[config.mk]
export PLATFORM = sky130hd
export DESIGN_NAME = tmwc_top
export DESIGN_NICKNAME = d
export VERILOG_FILES = /design/src/design/tmwc_top.v
export VERILOG_INCLUDE_DIRS = /design/src /design/src/design
export SDC_FILE = /design/constraint.sdc
export NUM_CORES = 1
export LEC_CHECK = 0
export BUFFER_PORTS_ARGS = -buffer_cell sky130_fd_sc_hd__buf_2
export CAP_MARGIN = 20
export CORE_MARGIN = 2
export CORE_UTILIZATION = 55
export CTS_BUF_LIST = sky130_fd_sc_hd__clkbuf_4
export CTS_CLUSTER_DIAMETER = 80
export DETAILED_ROUTE_END_ITERATION = 10
export GPL_TIMING_DRIVEN = 0
export PLACE_DENSITY = 0.91
export SKIP_LAST_GASP = 1
export SYNTH_ARGS = -nofsm -noshare
export SYNTH_HDL_FRONTEND = slang
export SYNTH_SLANG_ARGS = --single-unit
[constraint.sdc]
create_clock -name mclk_i -period 3.6 [get_ports mclk_i]
set_input_delay 0.18 -clock mclk_i [delete_from_list [all_inputs] [get_ports mclk_i]]
set_output_delay 0.18 -clock mclk_i [all_outputs]
set_load 0.01 [all_outputs]
[src/design/tmwc_map.vh]
// Register map, field positions and decode constants of the timer waveform mode control block.
// What this block does
// - Nonzero output mode field routes wave to pin.
// - Pin driver enabled only by direction bit.
// - Non-PWM channel A: off, toggle, clear, set.
// - Fast PWM A: toggle needs high bit; BOTTOM action.
// - Fast PWM compare equals TOP: skip match.
// - Phase correct A: up/down match set or clear.
// - Phase correct compare equals TOP: act at TOP.
// - Non-PWM channel B: off, toggle, clear, set.
// - Fast PWM B: value 1 reserved, 2/3 PWM.
// - Phase correct B: value 1 reserved, 2/3 PWM.
// - Control bits 3 and 2 read zero.
// - Mode joins low bits with high bit.
// - Mode selects sequence, TOP source, waveform type.
// - Mode selects compare update and overflow point.
`ifndef TMWC_MAP_VH
`define TMWC_MAP_VH

// ****************************************************************
// Register offsets
// ****************************************************************
`define TMWC_OFS_CTRL_A        8'h24
`define TMWC_OFS_CTRL_B        8'h25
`define TMWC_OFS_IRQ_STATUS    8'h35
`define TMWC_OFS_IRQ_MASK      8'h6E

// ****************************************************************
// Field positions and reset values
// ****************************************************************
`define TMWC_CMP_A_MODE_HI     7
`define TMWC_CMP_A_MODE_LO     6
`define TMWC_CMP_B_MODE_HI     5
`define TMWC_CMP_B_MODE_LO     4
`define TMWC_WAVE_LOW_HI       1
`define TMWC_WAVE_LOW_LO       0
`define TMWC_WAVE_HIGH_BIT     3
`define TMWC_EVT_OVF           0
`define TMWC_EVT_MATCH_A       1
`define TMWC_EVT_MATCH_B       2
`define TMWC_CTRL_A_RESET      8'h00
`define TMWC_CTRL_B_RESET      1'b0
`define TMWC_EVT_RESET         3'h0

// ****************************************************************
// Counter end points and waveform modes
// ****************************************************************
`define TMWC_MAX               8'hFF
`define TMWC_BOTTOM            8'h00
`define TMWC_MODE_NORMAL       3'h0
`define TMWC_MODE_PC_FIXED     3'h1
`define TMWC_MODE_CLEAR_MATCH  3'h2
`define TMWC_MODE_FAST_FIXED   3'h3
`define TMWC_MODE_RSVD_4       3'h4
`define TMWC_MODE_PC_CMP_A     3'h5
`define TMWC_MODE_RSVD_6       3'h6
`define TMWC_MODE_FAST_CMP_A   3'h7

// ****************************************************************
// Output mode field values
// ****************************************************************
`define TMWC_COM_OFF           2'h0
`define TMWC_COM_TOGGLE        2'h1
`define TMWC_COM_CLEAR         2'h2
`define TMWC_COM_SET           2'h3

`endif

[src/design/tmwc_top.v]
// Waveform mode decoder, output compare channels and control registers of an 8-bit timer.
//
// Chosen here: the address-and-strobe port.
`timescale 1ns/1ps
`default_nettype none
`include "tmwc_map.vh"

// ****************************************************************
// One output compare channel
// ****************************************************************
module tmwc_chan #(
	parameter IS_A = 1
) (
	// Clock and reset
	input  wire       mclk_i,
	input  wire       resetn_i,
	// Timer state
	input  wire       tick_i,
	input  wire [2:0] mode_i,
	input  wire [1:0] com_i,
	input  wire [7:0] counter_i,
	input  wire [7:0] compare_i,
	input  wire [7:0] top_i,
	input  wire       count_up_i,
	// Port side
	input  wire       port_data_i,
	input  wire       pin_dir_i,
	// Results
	output wire       pin_o,
	output wire       pin_oe_o,
	output wire       match_o,
	output wire       wave_o
);

	reg        wave_q;
	reg        wave_d;
	wire       fast_pwm;
	wire       phase_pwm;
	wire       non_pwm;
	wire       raw_match;
	wire       at_top;
	wire       special;
	wire       toggle_ok;

	// Mode class of the shared waveform mode.
	assign fast_pwm  = (mode_i == `TMWC_MODE_FAST_FIXED) || (mode_i == `TMWC_MODE_FAST_CMP_A);
	assign phase_pwm = (mode_i == `TMWC_MODE_PC_FIXED) || (mode_i == `TMWC_MODE_PC_CMP_A);
	assign non_pwm   = (mode_i == `TMWC_MODE_NORMAL) || (mode_i == `TMWC_MODE_CLEAR_MATCH);

	// A match only counts on a timer tick, so a stopped timer holds its output.
	assign raw_match = tick_i && (counter_i == compare_i);
	assign at_top    = tick_i && (counter_i == top_i);

	// A compare value at TOP with the upper field bit set drops the match itself.
	assign special   = (fast_pwm || phase_pwm) && (compare_i == top_i) && com_i[1];

	// Channel B never toggles in the PWM modes; channel A only with the high mode bit.
	assign toggle_ok = non_pwm || ((IS_A != 0) && mode_i[2]);

	// Next output level from the field, the mode class and the count position.
	always @*
	begin
		wave_d = wave_q;
		case (com_i)
			`TMWC_COM_TOGGLE:
			begin
				if (toggle_ok && raw_match)
					wave_d = ~wave_q;
			end
			`TMWC_COM_CLEAR, `TMWC_COM_SET:
			begin
				if (non_pwm)
				begin
					if (raw_match)
						wave_d = com_i[0];
				end
				else if (fast_pwm)
				begin
					// The BOTTOM action lands on the tick that wraps TOP to BOTTOM.
					if (at_top)
						wave_d = ~com_i[0];
					else if (raw_match && !special)
						wave_d = com_i[0];
				end
				else if (phase_pwm)
				begin
					// At TOP the level equals a down-counting match, which keeps
					// the pulse symmetric around BOTTOM.
					if (special)
					begin
						if (at_top)
							wave_d = ~com_i[0];
					end
					else if (raw_match)
						wave_d = count_up_i ? com_i[0] : ~com_i[0];
				end
			end
			default:
			begin
				wave_d = wave_q;
			end
		endcase
	end

	// Output compare level register.
	always @(posedge mclk_i or negedge resetn_i)
	begin
		if (!resetn_i)
			wave_q <= 1'b0;
		else
			wave_q <= wave_d;
	end

	// Any nonzero field hands the pin to the waveform; the driver follows direction.
	assign pin_o    = (com_i != `TMWC_COM_OFF) ? wave_q : port_data_i;
	assign pin_oe_o = pin_dir_i;
	assign match_o  = raw_match;
	assign wave_o   = wave_q;

endmodule

// ****************************************************************
// Top: registers, mode decode, events and interrupt
// ****************************************************************
module tmwc_top (
	// Clock and reset
	input  wire       mclk_i,
	input  wire       resetn_i,
	// Register port
	input  wire [7:0] reg_addr_i,
	input  wire [7:0] reg_wdata_i,
	input  wire       reg_wr_i,
	input  wire       reg_rd_i,
	output wire [7:0] reg_rdata_o,
	// Counter and compare values from the timer core
	input  wire       tick_i,
	input  wire [7:0] counter_value_i,
	input  wire       count_up_i,
	input  wire [7:0] compare_value_a_i,
	input  wire [7:0] compare_value_b_i,
	// Port pins of the two waveform outputs
	input  wire       port_data_a_i,
	input  wire       pin_dir_a_i,
	input  wire       port_data_b_i,
	input  wire       pin_dir_b_i,
	output wire       wave_out_a_o,
	output wire       wave_out_a_oe_o,
	output wire       wave_out_b_o,
	output wire       wave_out_b_oe_o,
	// Decoded mode for the timer core
	output wire [7:0] top_value_o,
	output wire       compare_a_top_source_o,
	output wire       dual_slope_o,
	output wire       mode_reserved_o,
	output wire       compare_update_o,
	output wire       overflow_flag_o,
	// Interrupt
	output wire       irq_o
);

	reg  [7:0] ctrl_a_q;
	reg        wave_high_q;
	reg  [2:0] status_q;
	reg  [2:0] status_d;
	reg  [2:0] mask_q;
	reg  [7:0] rdata_q;
	reg  [7:0] rdata_d;
	reg  [7:0] top_q;
	reg        top_src_q;
	reg        dual_q;
	reg        rsvd_q;
	reg        upd_q;
	reg        ovf_q;
	reg        ovf_evt;
	reg        upd_evt;
	wire [2:0] mode;
	wire [1:0] com_a;
	wire [1:0] com_b;
	wire [7:0] top_now;
	wire       top_from_a;
	wire       at_top;
	wire       at_bottom;
	wire       at_max;
	wire       match_a;
	wire       match_b;
	wire [2:0] events;
	wire [2:0] clear_bits;

	// Register fields; the high mode bit lives in the second control register.
	assign com_a = ctrl_a_q[`TMWC_CMP_A_MODE_HI:`TMWC_CMP_A_MODE_LO];
	assign com_b = ctrl_a_q[`TMWC_CMP_B_MODE_HI:`TMWC_CMP_B_MODE_LO];
	assign mode  = {wave_high_q, ctrl_a_q[`TMWC_WAVE_LOW_HI:`TMWC_WAVE_LOW_LO]};

	// ****************************************************************
	// Register writes
	// ****************************************************************

	// Reserved bits 3 and 2 are never stored, so they cannot read back as one.
	always @(posedge mclk_i or negedge resetn_i)
	begin
		if (!resetn_i)
		begin
			ctrl_a_q    <= `TMWC_CTRL_A_RESET;
			wave_high_q <= `TMWC_CTRL_B_RESET;
			mask_q      <= `TMWC_EVT_RESET;
		end
		else if (reg_wr_i)
		begin
			case (reg_addr_i)
				`TMWC_OFS_CTRL_A:
				begin
					ctrl_a_q <= {reg_wdata_i[7:4], 2'b00, reg_wdata_i[1:0]};
				end
				`TMWC_OFS_CTRL_B:
				begin
					wave_high_q <= reg_wdata_i[`TMWC_WAVE_HIGH_BIT];
				end
				`TMWC_OFS_IRQ_MASK:
				begin
					mask_q <= reg_wdata_i[2:0];
				end
				default:
				begin
					mask_q <= mask_q;
				end
			endcase
		end
	end

	// ****************************************************************
	// Mode decode
	// ****************************************************************

	// TOP comes from compare A in clear-on-match and the two PWM-on-A modes.
	assign top_from_a = (mode == `TMWC_MODE_CLEAR_MATCH) || (mode == `TMWC_MODE_PC_CMP_A) ||
		(mode == `TMWC_MODE_FAST_CMP_A);
	assign top_now    = top_from_a ? compare_value_a_i : `TMWC_MAX;

	// Count positions seen on a timer tick.
	assign at_top    = tick_i && (counter_value_i == top_now);
	assign at_bottom = tick_i && (counter_value_i == `TMWC_BOTTOM);
	assign at_max    = tick_i && (counter_value_i == `TMWC_MAX);

	// Overflow point and compare buffer update point per mode. Reserved modes
	// raise neither, which keeps the core quiet if software picks them anyway.
	always @*
	begin
		ovf_evt = 1'b0;
		upd_evt = 1'b0;
		case (mode)
			`TMWC_MODE_NORMAL, `TMWC_MODE_CLEAR_MATCH:
			begin
				ovf_evt = at_max;
				upd_evt = 1'b1;
			end
			`TMWC_MODE_PC_FIXED, `TMWC_MODE_PC_CMP_A:
			begin
				ovf_evt = at_bottom;
				upd_evt = at_top;
			end
			`TMWC_MODE_FAST_FIXED:
			begin
				ovf_evt = at_max;
				upd_evt = at_top;
			end
			`TMWC_MODE_FAST_CMP_A:
			begin
				ovf_evt = at_top;
				upd_evt = at_bottom;
			end
			default:
			begin
				ovf_evt = 1'b0;
				upd_evt = 1'b0;
			end
		endcase
	end

	// Decoded outputs are registered, so they lag a mode write by one cycle.
	always @(posedge mclk_i or negedge resetn_i)
	begin
		if (!resetn_i)
		begin
			top_q     <= `TMWC_MAX;
			top_src_q <= 1'b0;
			dual_q    <= 1'b0;
			rsvd_q    <= 1'b0;
			upd_q     <= 1'b0;
			ovf_q     <= 1'b0;
		end
		else
		begin
			top_q     <= top_now;
			top_src_q <= top_from_a;
			dual_q    <= (mode == `TMWC_MODE_PC_FIXED) || (mode == `TMWC_MODE_PC_CMP_A);
			rsvd_q    <= (mode == `TMWC_MODE_RSVD_4) || (mode == `TMWC_MODE_RSVD_6);
			upd_q     <= upd_evt;
			ovf_q     <= ovf_evt;
		end
	end

	// ****************************************************************
	// Output compare channels
	// ****************************************************************

	tmwc_chan #(
		.IS_A        (1)
	) u_chan_a (
		.mclk_i      (mclk_i),
		.resetn_i    (resetn_i),
		.tick_i      (tick_i),
		.mode_i      (mode),
		.com_i       (com_a),
		.counter_i   (counter_value_i),
		.compare_i   (compare_value_a_i),
		.top_i       (top_now),
		.count_up_i  (count_up_i),
		.port_data_i (port_data_a_i),
		.pin_dir_i   (pin_dir_a_i),
		.pin_o       (wave_out_a_o),
		.pin_oe_o    (wave_out_a_oe_o),
		.match_o     (match_a),
		.wave_o      ()
	);

	tmwc_chan #(
		.IS_A        (0)
	) u_chan_b (
		.mclk_i      (mclk_i),
		.resetn_i    (resetn_i),
		.tick_i      (tick_i),
		.mode_i      (mode),
		.com_i       (com_b),
		.counter_i   (counter_value_i),
		.compare_i   (compare_value_b_i),
		.top_i       (top_now),
		.count_up_i  (count_up_i),
		.port_data_i (port_data_b_i),
		.pin_dir_i   (pin_dir_b_i),
		.pin_o       (wave_out_b_o),
		.pin_oe_o    (wave_out_b_oe_o),
		.match_o     (match_b),
		.wave_o      ()
	);

	// ****************************************************************
	// Sticky events and interrupt
	// ****************************************************************

	assign events = {match_b, match_a, ovf_evt};

	// Write one to clear; an event in the clearing cycle survives the clear.
	assign clear_bits = (reg_wr_i && (reg_addr_i == `TMWC_OFS_IRQ_STATUS)) ?
		reg_wdata_i[2:0] : 3'h0;

	always @*
	begin
		status_d = (status_q & ~clear_bits) | events;
	end

	always @(posedge mclk_i or negedge resetn_i)
	begin
		if (!resetn_i)
			status_q <= `TMWC_EVT_RESET;
		else
			status_q <= status_d;
	end

	// ****************************************************************
	// Register reads
	// ****************************************************************

	// Read data stand for exactly one cycle; unmapped addresses read zero.
	always @*
	begin
		rdata_d = 8'h00;
		if (reg_rd_i)
		begin
			case (reg_addr_i)
				`TMWC_OFS_CTRL_A:     rdata_d = ctrl_a_q & 8'hF3;
				`TMWC_OFS_CTRL_B:     rdata_d = {4'h0, wave_high_q, 3'h0};
				`TMWC_OFS_IRQ_STATUS: rdata_d = {5'h00, status_q};
				`TMWC_OFS_IRQ_MASK:   rdata_d = {5'h00, mask_q};
				default:              rdata_d = 8'h00;
			endcase
		end
	end

	always @(posedge mclk_i or negedge resetn_i)
	begin
		if (!resetn_i)
			rdata_q <= 8'h00;
		else
			rdata_q <= rdata_d;
	end

	// Output assignments.
	assign reg_rdata_o            = rdata_q;
	assign top_value_o            = top_q;
	assign compare_a_top_source_o = top_src_q;
	assign dual_slope_o           = dual_q;
	assign mode_reserved_o        = rsvd_q;
	assign compare_update_o       = upd_q;
	assign overflow_flag_o        = ovf_q;
	assign irq_o                  = |(status_q & mask_q);

endmodule

`default_nettype wire

==> Yosys cells after proc, flatten, opt, wreduce, memory -nomap -nowiden <==
Cells that the tools add are included.
{ "word_totals": {"reg_bits": 36, "inputBits": 50, "out_inout_bits": 26} }
{ "op_classes": {"eq_ne": 35, "muxes": 32, "bitwise": 8, "reduce_logical": 42} }
{ "op_table": {"columns": ["op", "n"], "rows": [
  ["$eq 8x8->1", 5],
  ["$pmux 8 s4", 1],
  ["$eq 8x6->1 const B", 3],
  ["$mux 1", 24],
  ["$mux 8", 2],
  ["$logic_and 1x1->1", 14],
  ["$reduce_and 7->1", 2],
  ["$eq 3x3->1 const B", 4],
  ["$ne 5x4->1 const B", 2],
  ["$ne 5x5->1 const B", 2],
  ["$reduce_or 3->1", 3],
  ["$eq 2x2->1 const B", 4],
  ["$eq 8x7->1 const B", 1],
  ["$eq 8x8->1 const B", 1],
  ["$logic_not 8->1", 1],
  ["$logic_or 1x1->1", 8],
  ["$reduce_bool 2->1", 4],
  ["$reduce_or 2->1", 4],
  ["$and 3x3->3", 2],
  ["$eq 3x2->1 const B", 2],
  ["$pmux 1 s3", 2],
  ["$reduce_and 2->1", 3],
  ["$ne 5x3->1 const B", 1],
  ["$eq 2x1->1 const B", 2],
  ["14 further kinds", 20]
]} }

==> Logic depth before layout (Yosys ltp) <==
{ "depth": {"ltp_word": 14, "mapped_depth": 9} }

==> Hierarchy <==
From an unflattened synthesis, not the netlist that was laid out.
{ "unflattened": {"hier_cells": 269, "hier_area_um2": 2610.0} }
{ "by_module_without_submodules": {"columns": ["mod", "n_inst", "cells_each", "area_per_inst_um2"], "rows": [
  ["tmwc_top", 1, 146, 1651.6],
  ["tmwc_chan at u_chan_a", 1, 65, 485.5],
  ["tmwc_chan at u_chan_b", 1, 58, 473.0]
]} }

==> Least setup slack after synthesis <==
Ideal clock, no wire load.
{ "synth_timing": {"path_kind": "flip-flop to flip-flop", "start": "register ctrl_a_q[1]", "end": "register u_chan_a.wave_q, in the netlist u_chan_a.wave_o", "setup_ns": 0.126, "arrival_ns": 2.066, "path_slack_ns": 1.408, "stages_incl_launch_ff": 9, "path_buffers": 1, "period_less_slack_ns": 2.192, "cell_sequence": "dfrtp_1 buf_6 nor3b_1 or4b_1 o41ai_2 a22oi_2 a311oi_2 xor2_1 a311o_1"} }
{ "synth_via": {"elab_chain_len": 12, "word_cells_on_any_way": 35, "cone_classes": "eq/ne (13); mux (7); reduce/logical (15)"} }
{ "synth_lines": {"columns": ["item", "line", "text"], "rows": [
  ["start: declaration", "tmwc_top.v:161", "reg [7:0] ctrl_a_q;"],
  ["start signal: assignment", "tmwc_top.v:203", "ctrl_a_q <= `TMWC_CTRL_A_RESET;"],
  ["start signal: assignment", "tmwc_top.v:212", "ctrl_a_q <= {reg_wdata_i[7:4], 2'b00, reg_wdata_i[1:0]};"],
  ["$eq 3x2->1 (no line) or $eq 3x3->1 (tied branches)", null, null],
  ["$logic_or 1x1->1 (2 in series)", "tmwc_top.v:235", "assign top_from_a = (mode == `TMWC_MODE_CLEAR_MATCH) || (mode == `TMWC_MODE_PC_CMP_A) ||"],
  ["$mux 8 (no line)", null, null],
  ["$eq 8x8->1", "tmwc_top.v:55", "assign special = (fast_pwm || phase_pwm) && (compare_i == top_i) && com_i[1];"],
  ["$logic_and 1x1->1 (2 in series)", "tmwc_top.v:55", null],
  ["$mux 1", "tmwc_top.v:89", "if (special)"],
  ["$mux 1", "tmwc_top.v:85", "else if (phase_pwm)"],
  ["$mux 1", "tmwc_top.v:77", "else if (fast_pwm)"],
  ["$mux 1", "tmwc_top.v:72", "if (non_pwm)"],
  ["$pmux 1 s2", "tmwc_top.v:64", "case (com_i)"],
  ["end signal: assignment", "tmwc_top.v:111", "wave_q <= wave_d;"],
  ["end: declaration", "tmwc_top.v:35", "reg wave_q;"]
]} }
Parallel ways exist; a longest one is shown, timed or not. The select of a mux whose other input is x is not followed.
A chain may end at the register's enable or synchronous reset.

==> Final worst setup path <==
{ "layout_timing": {"start": "register wave_high_q", "end": "register u_chan_b.wave_q, in the netlist u_chan_b.wave_o"} }
{ "layout_via": {"elab_chain_len": 12, "word_cells_on_any_way": 34, "cone_classes": "eq/ne (13); mux (7); reduce/logical (14)"} }
{ "layout_lines": {"columns": ["item", "line", "text"], "rows": [
  ["start: declaration", "tmwc_top.v:162", "reg wave_high_q;"],
  ["start signal: assignment", "tmwc_top.v:204", "wave_high_q <= `TMWC_CTRL_B_RESET;"],
  ["start signal: assignment", "tmwc_top.v:216", "wave_high_q <= reg_wdata_i[`TMWC_WAVE_HIGH_BIT];"],
  ["$eq 3x2->1 (no line) or $eq 3x3->1 (tied branches)", null, null],
  ["$logic_or 1x1->1 (2 in series)", "tmwc_top.v:235", null],
  ["$mux 8 (no line)", null, null],
  ["$eq 8x8->1", "tmwc_top.v:55", null],
  ["$logic_and 1x1->1 (2 in series)", "tmwc_top.v:55", null],
  ["$mux 1", "tmwc_top.v:89", null],
  ["$mux 1", "tmwc_top.v:85", null],
  ["$mux 1", "tmwc_top.v:77", null],
  ["$mux 1", "tmwc_top.v:72", null],
  ["$pmux 1 s2", "tmwc_top.v:64", null],
  ["end signal: assignment", "tmwc_top.v:111", null],
  ["end: declaration", "tmwc_top.v:35", null]
]} }
Parallel ways exist; a longest one is shown, timed or not. The select of a mux whose other input is x is not followed.

==> results.cfg <==
[yosys]
synth_compound_area_share_pct = 16.33
synthMuxAreaShare_pct = 5.937
synthSimpleGateAreaFrac_pct = 26.06
ys_ff_latch = 36
synth_cell_types = 64
yosysWarnings = 0
synth_top_cells_by_count = dfrtp_1, nand2_1, nor2_1
netlist_instances = 229
yosysTopAreaCellShare_pct = 30.79
syn_area_per_cell_um2 = 9.939
synth_top_family_by_area = simple AND/OR/NAND/NOR gates
synthAdderAreaFrac_pct = 0
async_flop_share_pct = 100.0
synth_top_area_cell = dfrtp_1
yosys-top-cells-area = dfrtp_1, dfstp_2, mux2_2, xor2_1, xnor2_1
synth-xor-area-share_pct = 7.697
syn_nets = 279
yosysSeqAreaShare_pct = 40.02
yosysMostFrequentCell = dfrtp_1
syn_area_mm2 = 0.002276
synthFlopType = dfrtp_1
synth_edf_count = 0

[sta]
period_needed_ns = 2.562
setup_viol = 0
fin_skew_ns = 0.008277
rsz0062_at_grt = false
worst_pin_slew_ns = 0.7704
final_max_slew_viol_count = 0
tns_ns = 0
fmax_mhz = 390.4
fin_crit_sh_pct = 71.16
maxSlewHeadroom_pct = 48.64
hold_viol = 0

[status]
status = complete, no violations

[floorplanning]
rows = 23
dieArea_mm2 = 0.004668
io_pins = 76
start_util_pct = 56.90
design.core.area_mm2 = 0.004000
die_h_um = 68.33
die_w_um = 68.33

[pwr]
ir_drop_mv = 0.1460
power.density_mw_per_mm2 = 296.8
combPwrFrac_pct = 19.5
design_power_total_uw = 819.2
pwr-share-seq_pct = 53.2
power_leakage_nw = 1.295
swShare_pct = 30.85
intPower_uw = 566.5
p_sw_uw = 252.7
clockPowerShare_pct = 27.3

[setup_path]
crit_cells = 9
critPathArrivalTime_ns = 2.80
path_max_fanout = 10
path_buf_inv = 2
critPathSlowestCell = nor4b_1
r2r-end = u_chan_b.wave_o$_DFFE_PN0P_
critPathRequiredTime_ns = 3.84
r2r_start = wave_high_q$_DFFE_PN0P_
setup.worst_path.class = flip-flop to flip-flop
endpoint = u_chan_b.wave_o$_DFFE_PN0P_
reg2reg_depth = 9
critPathLaunchType = flip-flop
critPathCaptureType = flip-flop
slowest_delay_ns = 0.48
path_cells = buf_4 > buf_2 > nor4b_1 > nor3_1 > nor4_2 > a41oi_1 > a211o_1 > nand3_1 > a31oi_1
reg2reg_setup_slack_ns = 1.04
cp-startpoint = wave_high_q$_DFFE_PN0P_
crit_family = simple AND/OR/NAND/NOR gates

[clock_tree]
postCtsSetupRepairBufs = 0
h-tree-depth = 2
cts_tree = yes
numCtsBuffers = 5
cts_resized = 0
hold_buffers = 1
clk_pin_slew_worst_paths_ns = 0.12
cts_root_buf = clkbuf_4
clk_latency_ns = 0.36
clock_path_buffers = 2
cts_sinks = 36

[layout]
area_growth_pct = 21.28
final_util_pct = 69.00
drive_gt1_share_pct = 37.54
n_fill_cell = 304
nets = 358
n_antenna_cell = 0

[drt]
drt_iter0_markers = 202
dr_wl_met2_um = 2849
vias = 2173
viasPerCell = 6.053
wl_per_cell_um = 16.33
route.layer.met1.wl_um = 2384
dr.pass1.iters = 7
route.met3.wl_um = 476
drtAntennaViolNets = 0
wl_um = 5863
top_layer_used = met4
drc_errors = 0

[grt]
grt_max_degree = 37
antenna_found_initial = 0
grt_util_all_layers_pct = 26.87
overflow = 0
grt_pass1_wl_um = 9197
grt_pass1_vias = 1996

[run]
max_cap_viol_count = 0

[placement]
port_buffers = 71
finalWeightedCongestion = 0.9567
hpwl_um = 4420

[min_path]
hold_path_class = input port to flip-flop
## sequential cells by signal (all words and copies together), names as in the netlist
signal and cells:
reg_rdata_o 8, top_value_o 8, ctrl_a_q 6, mask_q 3, status_q 3, compare_a_top_source_o 1, compare_update_o 1, dual_slope_o 1
mode_reserved_o 1, overflow_flag_o 1, u_chan_a.wave_o 1, u_chan_b.wave_o 1, wave_high_q 1
## metal layers
metal | global-route usage [%] | vias up
li1 | - | 1032
met3 | 5.099 | 19
met1 | 34.30 | 1019
met4 | 11.25 | 0
met5 | 0 | -
met2 | 44.42 | 103
## cells by family (layout without fill, tap and decap cells)
| kind of cell | count (synthesis) | count (layout) |
|---|---|---|
| xor+xnor | 20 | 20 |
| buf+inv | 18 | 98 |
| simple gates | 100 | 100 |
| mux | 12 | 12 |
| compound gates | 43 | 43 |
| flops | 36 | 36 |
## cells in the final DEF (no fill, tap or decap), types with 3 or more instances in the layout
master / n
buf_2: 73
dfrtp_1: 28
nand2_1: 18
nor2_1: 14
mux2_2: 12
xor2_1: 11
nand4_1: 10
xnor2_1: 9
nand3_1: 9
dfstp_2: 8
inv_1: 6
nor3_1: 6
and3_1: 6
o21ai_0: 5
clkbuf_4: 5
clkbuf_1: 4
nor4_1: 4
nor2b_1: 4
buf_4: 3
or2b_1: 3
a222oi_1: 3
a21o_1: 3
a41oi_1: 3
a31oi_1: 3
## final cells by class
class	count	area (um^2)	area share, %
well taps	50	62.56	2.267
clock buffers	5	37.54	1.360
repair buffers	72	365.4	13.24
flip-flops and latches	36	910.9	33.00
multi-input cells	175	1275	46.19
inverters	6	22.52	0.8160
plain buffers	12	67.56	2.448
clock inverters	3	18.77	0.6800
## worst register-to-register path: stages (launching register included)
cell     delay, ns
dfrtp_1       0.40
buf_4         0.17
buf_2         0.19
nor4b_1       0.49
nor3_1        0.11
nor4_2        0.36
a41oi_1       0.24
a211o_1       0.34
nand3_1       0.07
a31oi_1       0.08
## power groups by stage
stage,sequential (mW),clock [mW],combinational (mW)
final,0.436,0.224,0.160
after global routing,0.438,0.247,0.176
after CTS,0.435,0.229,0.159
after detailed placement,0.443,0,0.157
after global placement,0.441,0,0.153
after floorplan,0.442,0,0.0805
## worst min-delay path by stage
stage | start | to | slack, ns | depth (start not counted)
2_1_floorplan | resetn_i | compare_a_top_source_o$_DFF_PN0_ | -0.12 | 0
3_3_place_gp | resetn_i | compare_a_top_source_o$_DFF_PN0_ | 0.29 | 1
3_5_place_dp | resetn_i | compare_a_top_source_o$_DFF_PN0_ | 0.31 | 1
4_1_cts | reg_wdata_i[5] | ctrl_a_q[5]$_DFFE_PN0P_ | 0.04 | 2
5_1_grt | reg_wdata_i[5] | ctrl_a_q[5]$_DFFE_PN0P_ | 0.05 | 2
6_report | reg_wdata_i[5] | ctrl_a_q[5]$_DFFE_PN0P_ | 0.05 | 2
## through the flow
stage | setup slack [ns] | instance area [um^2] | hold WS (ns) | std cells
floorplan | 1.408 | 2276 | -0.1156 | 229
global placement | 1.135 | 2694 | 0.2948 | 350
detailed placement | 1.090 | 2694 | 0.3124 | 350
CTS | 1.068 | 2760 | 0.04149 | 359
global route | 0.7797 | 2760 | 0.04776 | 359
finish | 1.038 | 2760 | 0.04725 | 359
Power figures use the tool's default switching activity.
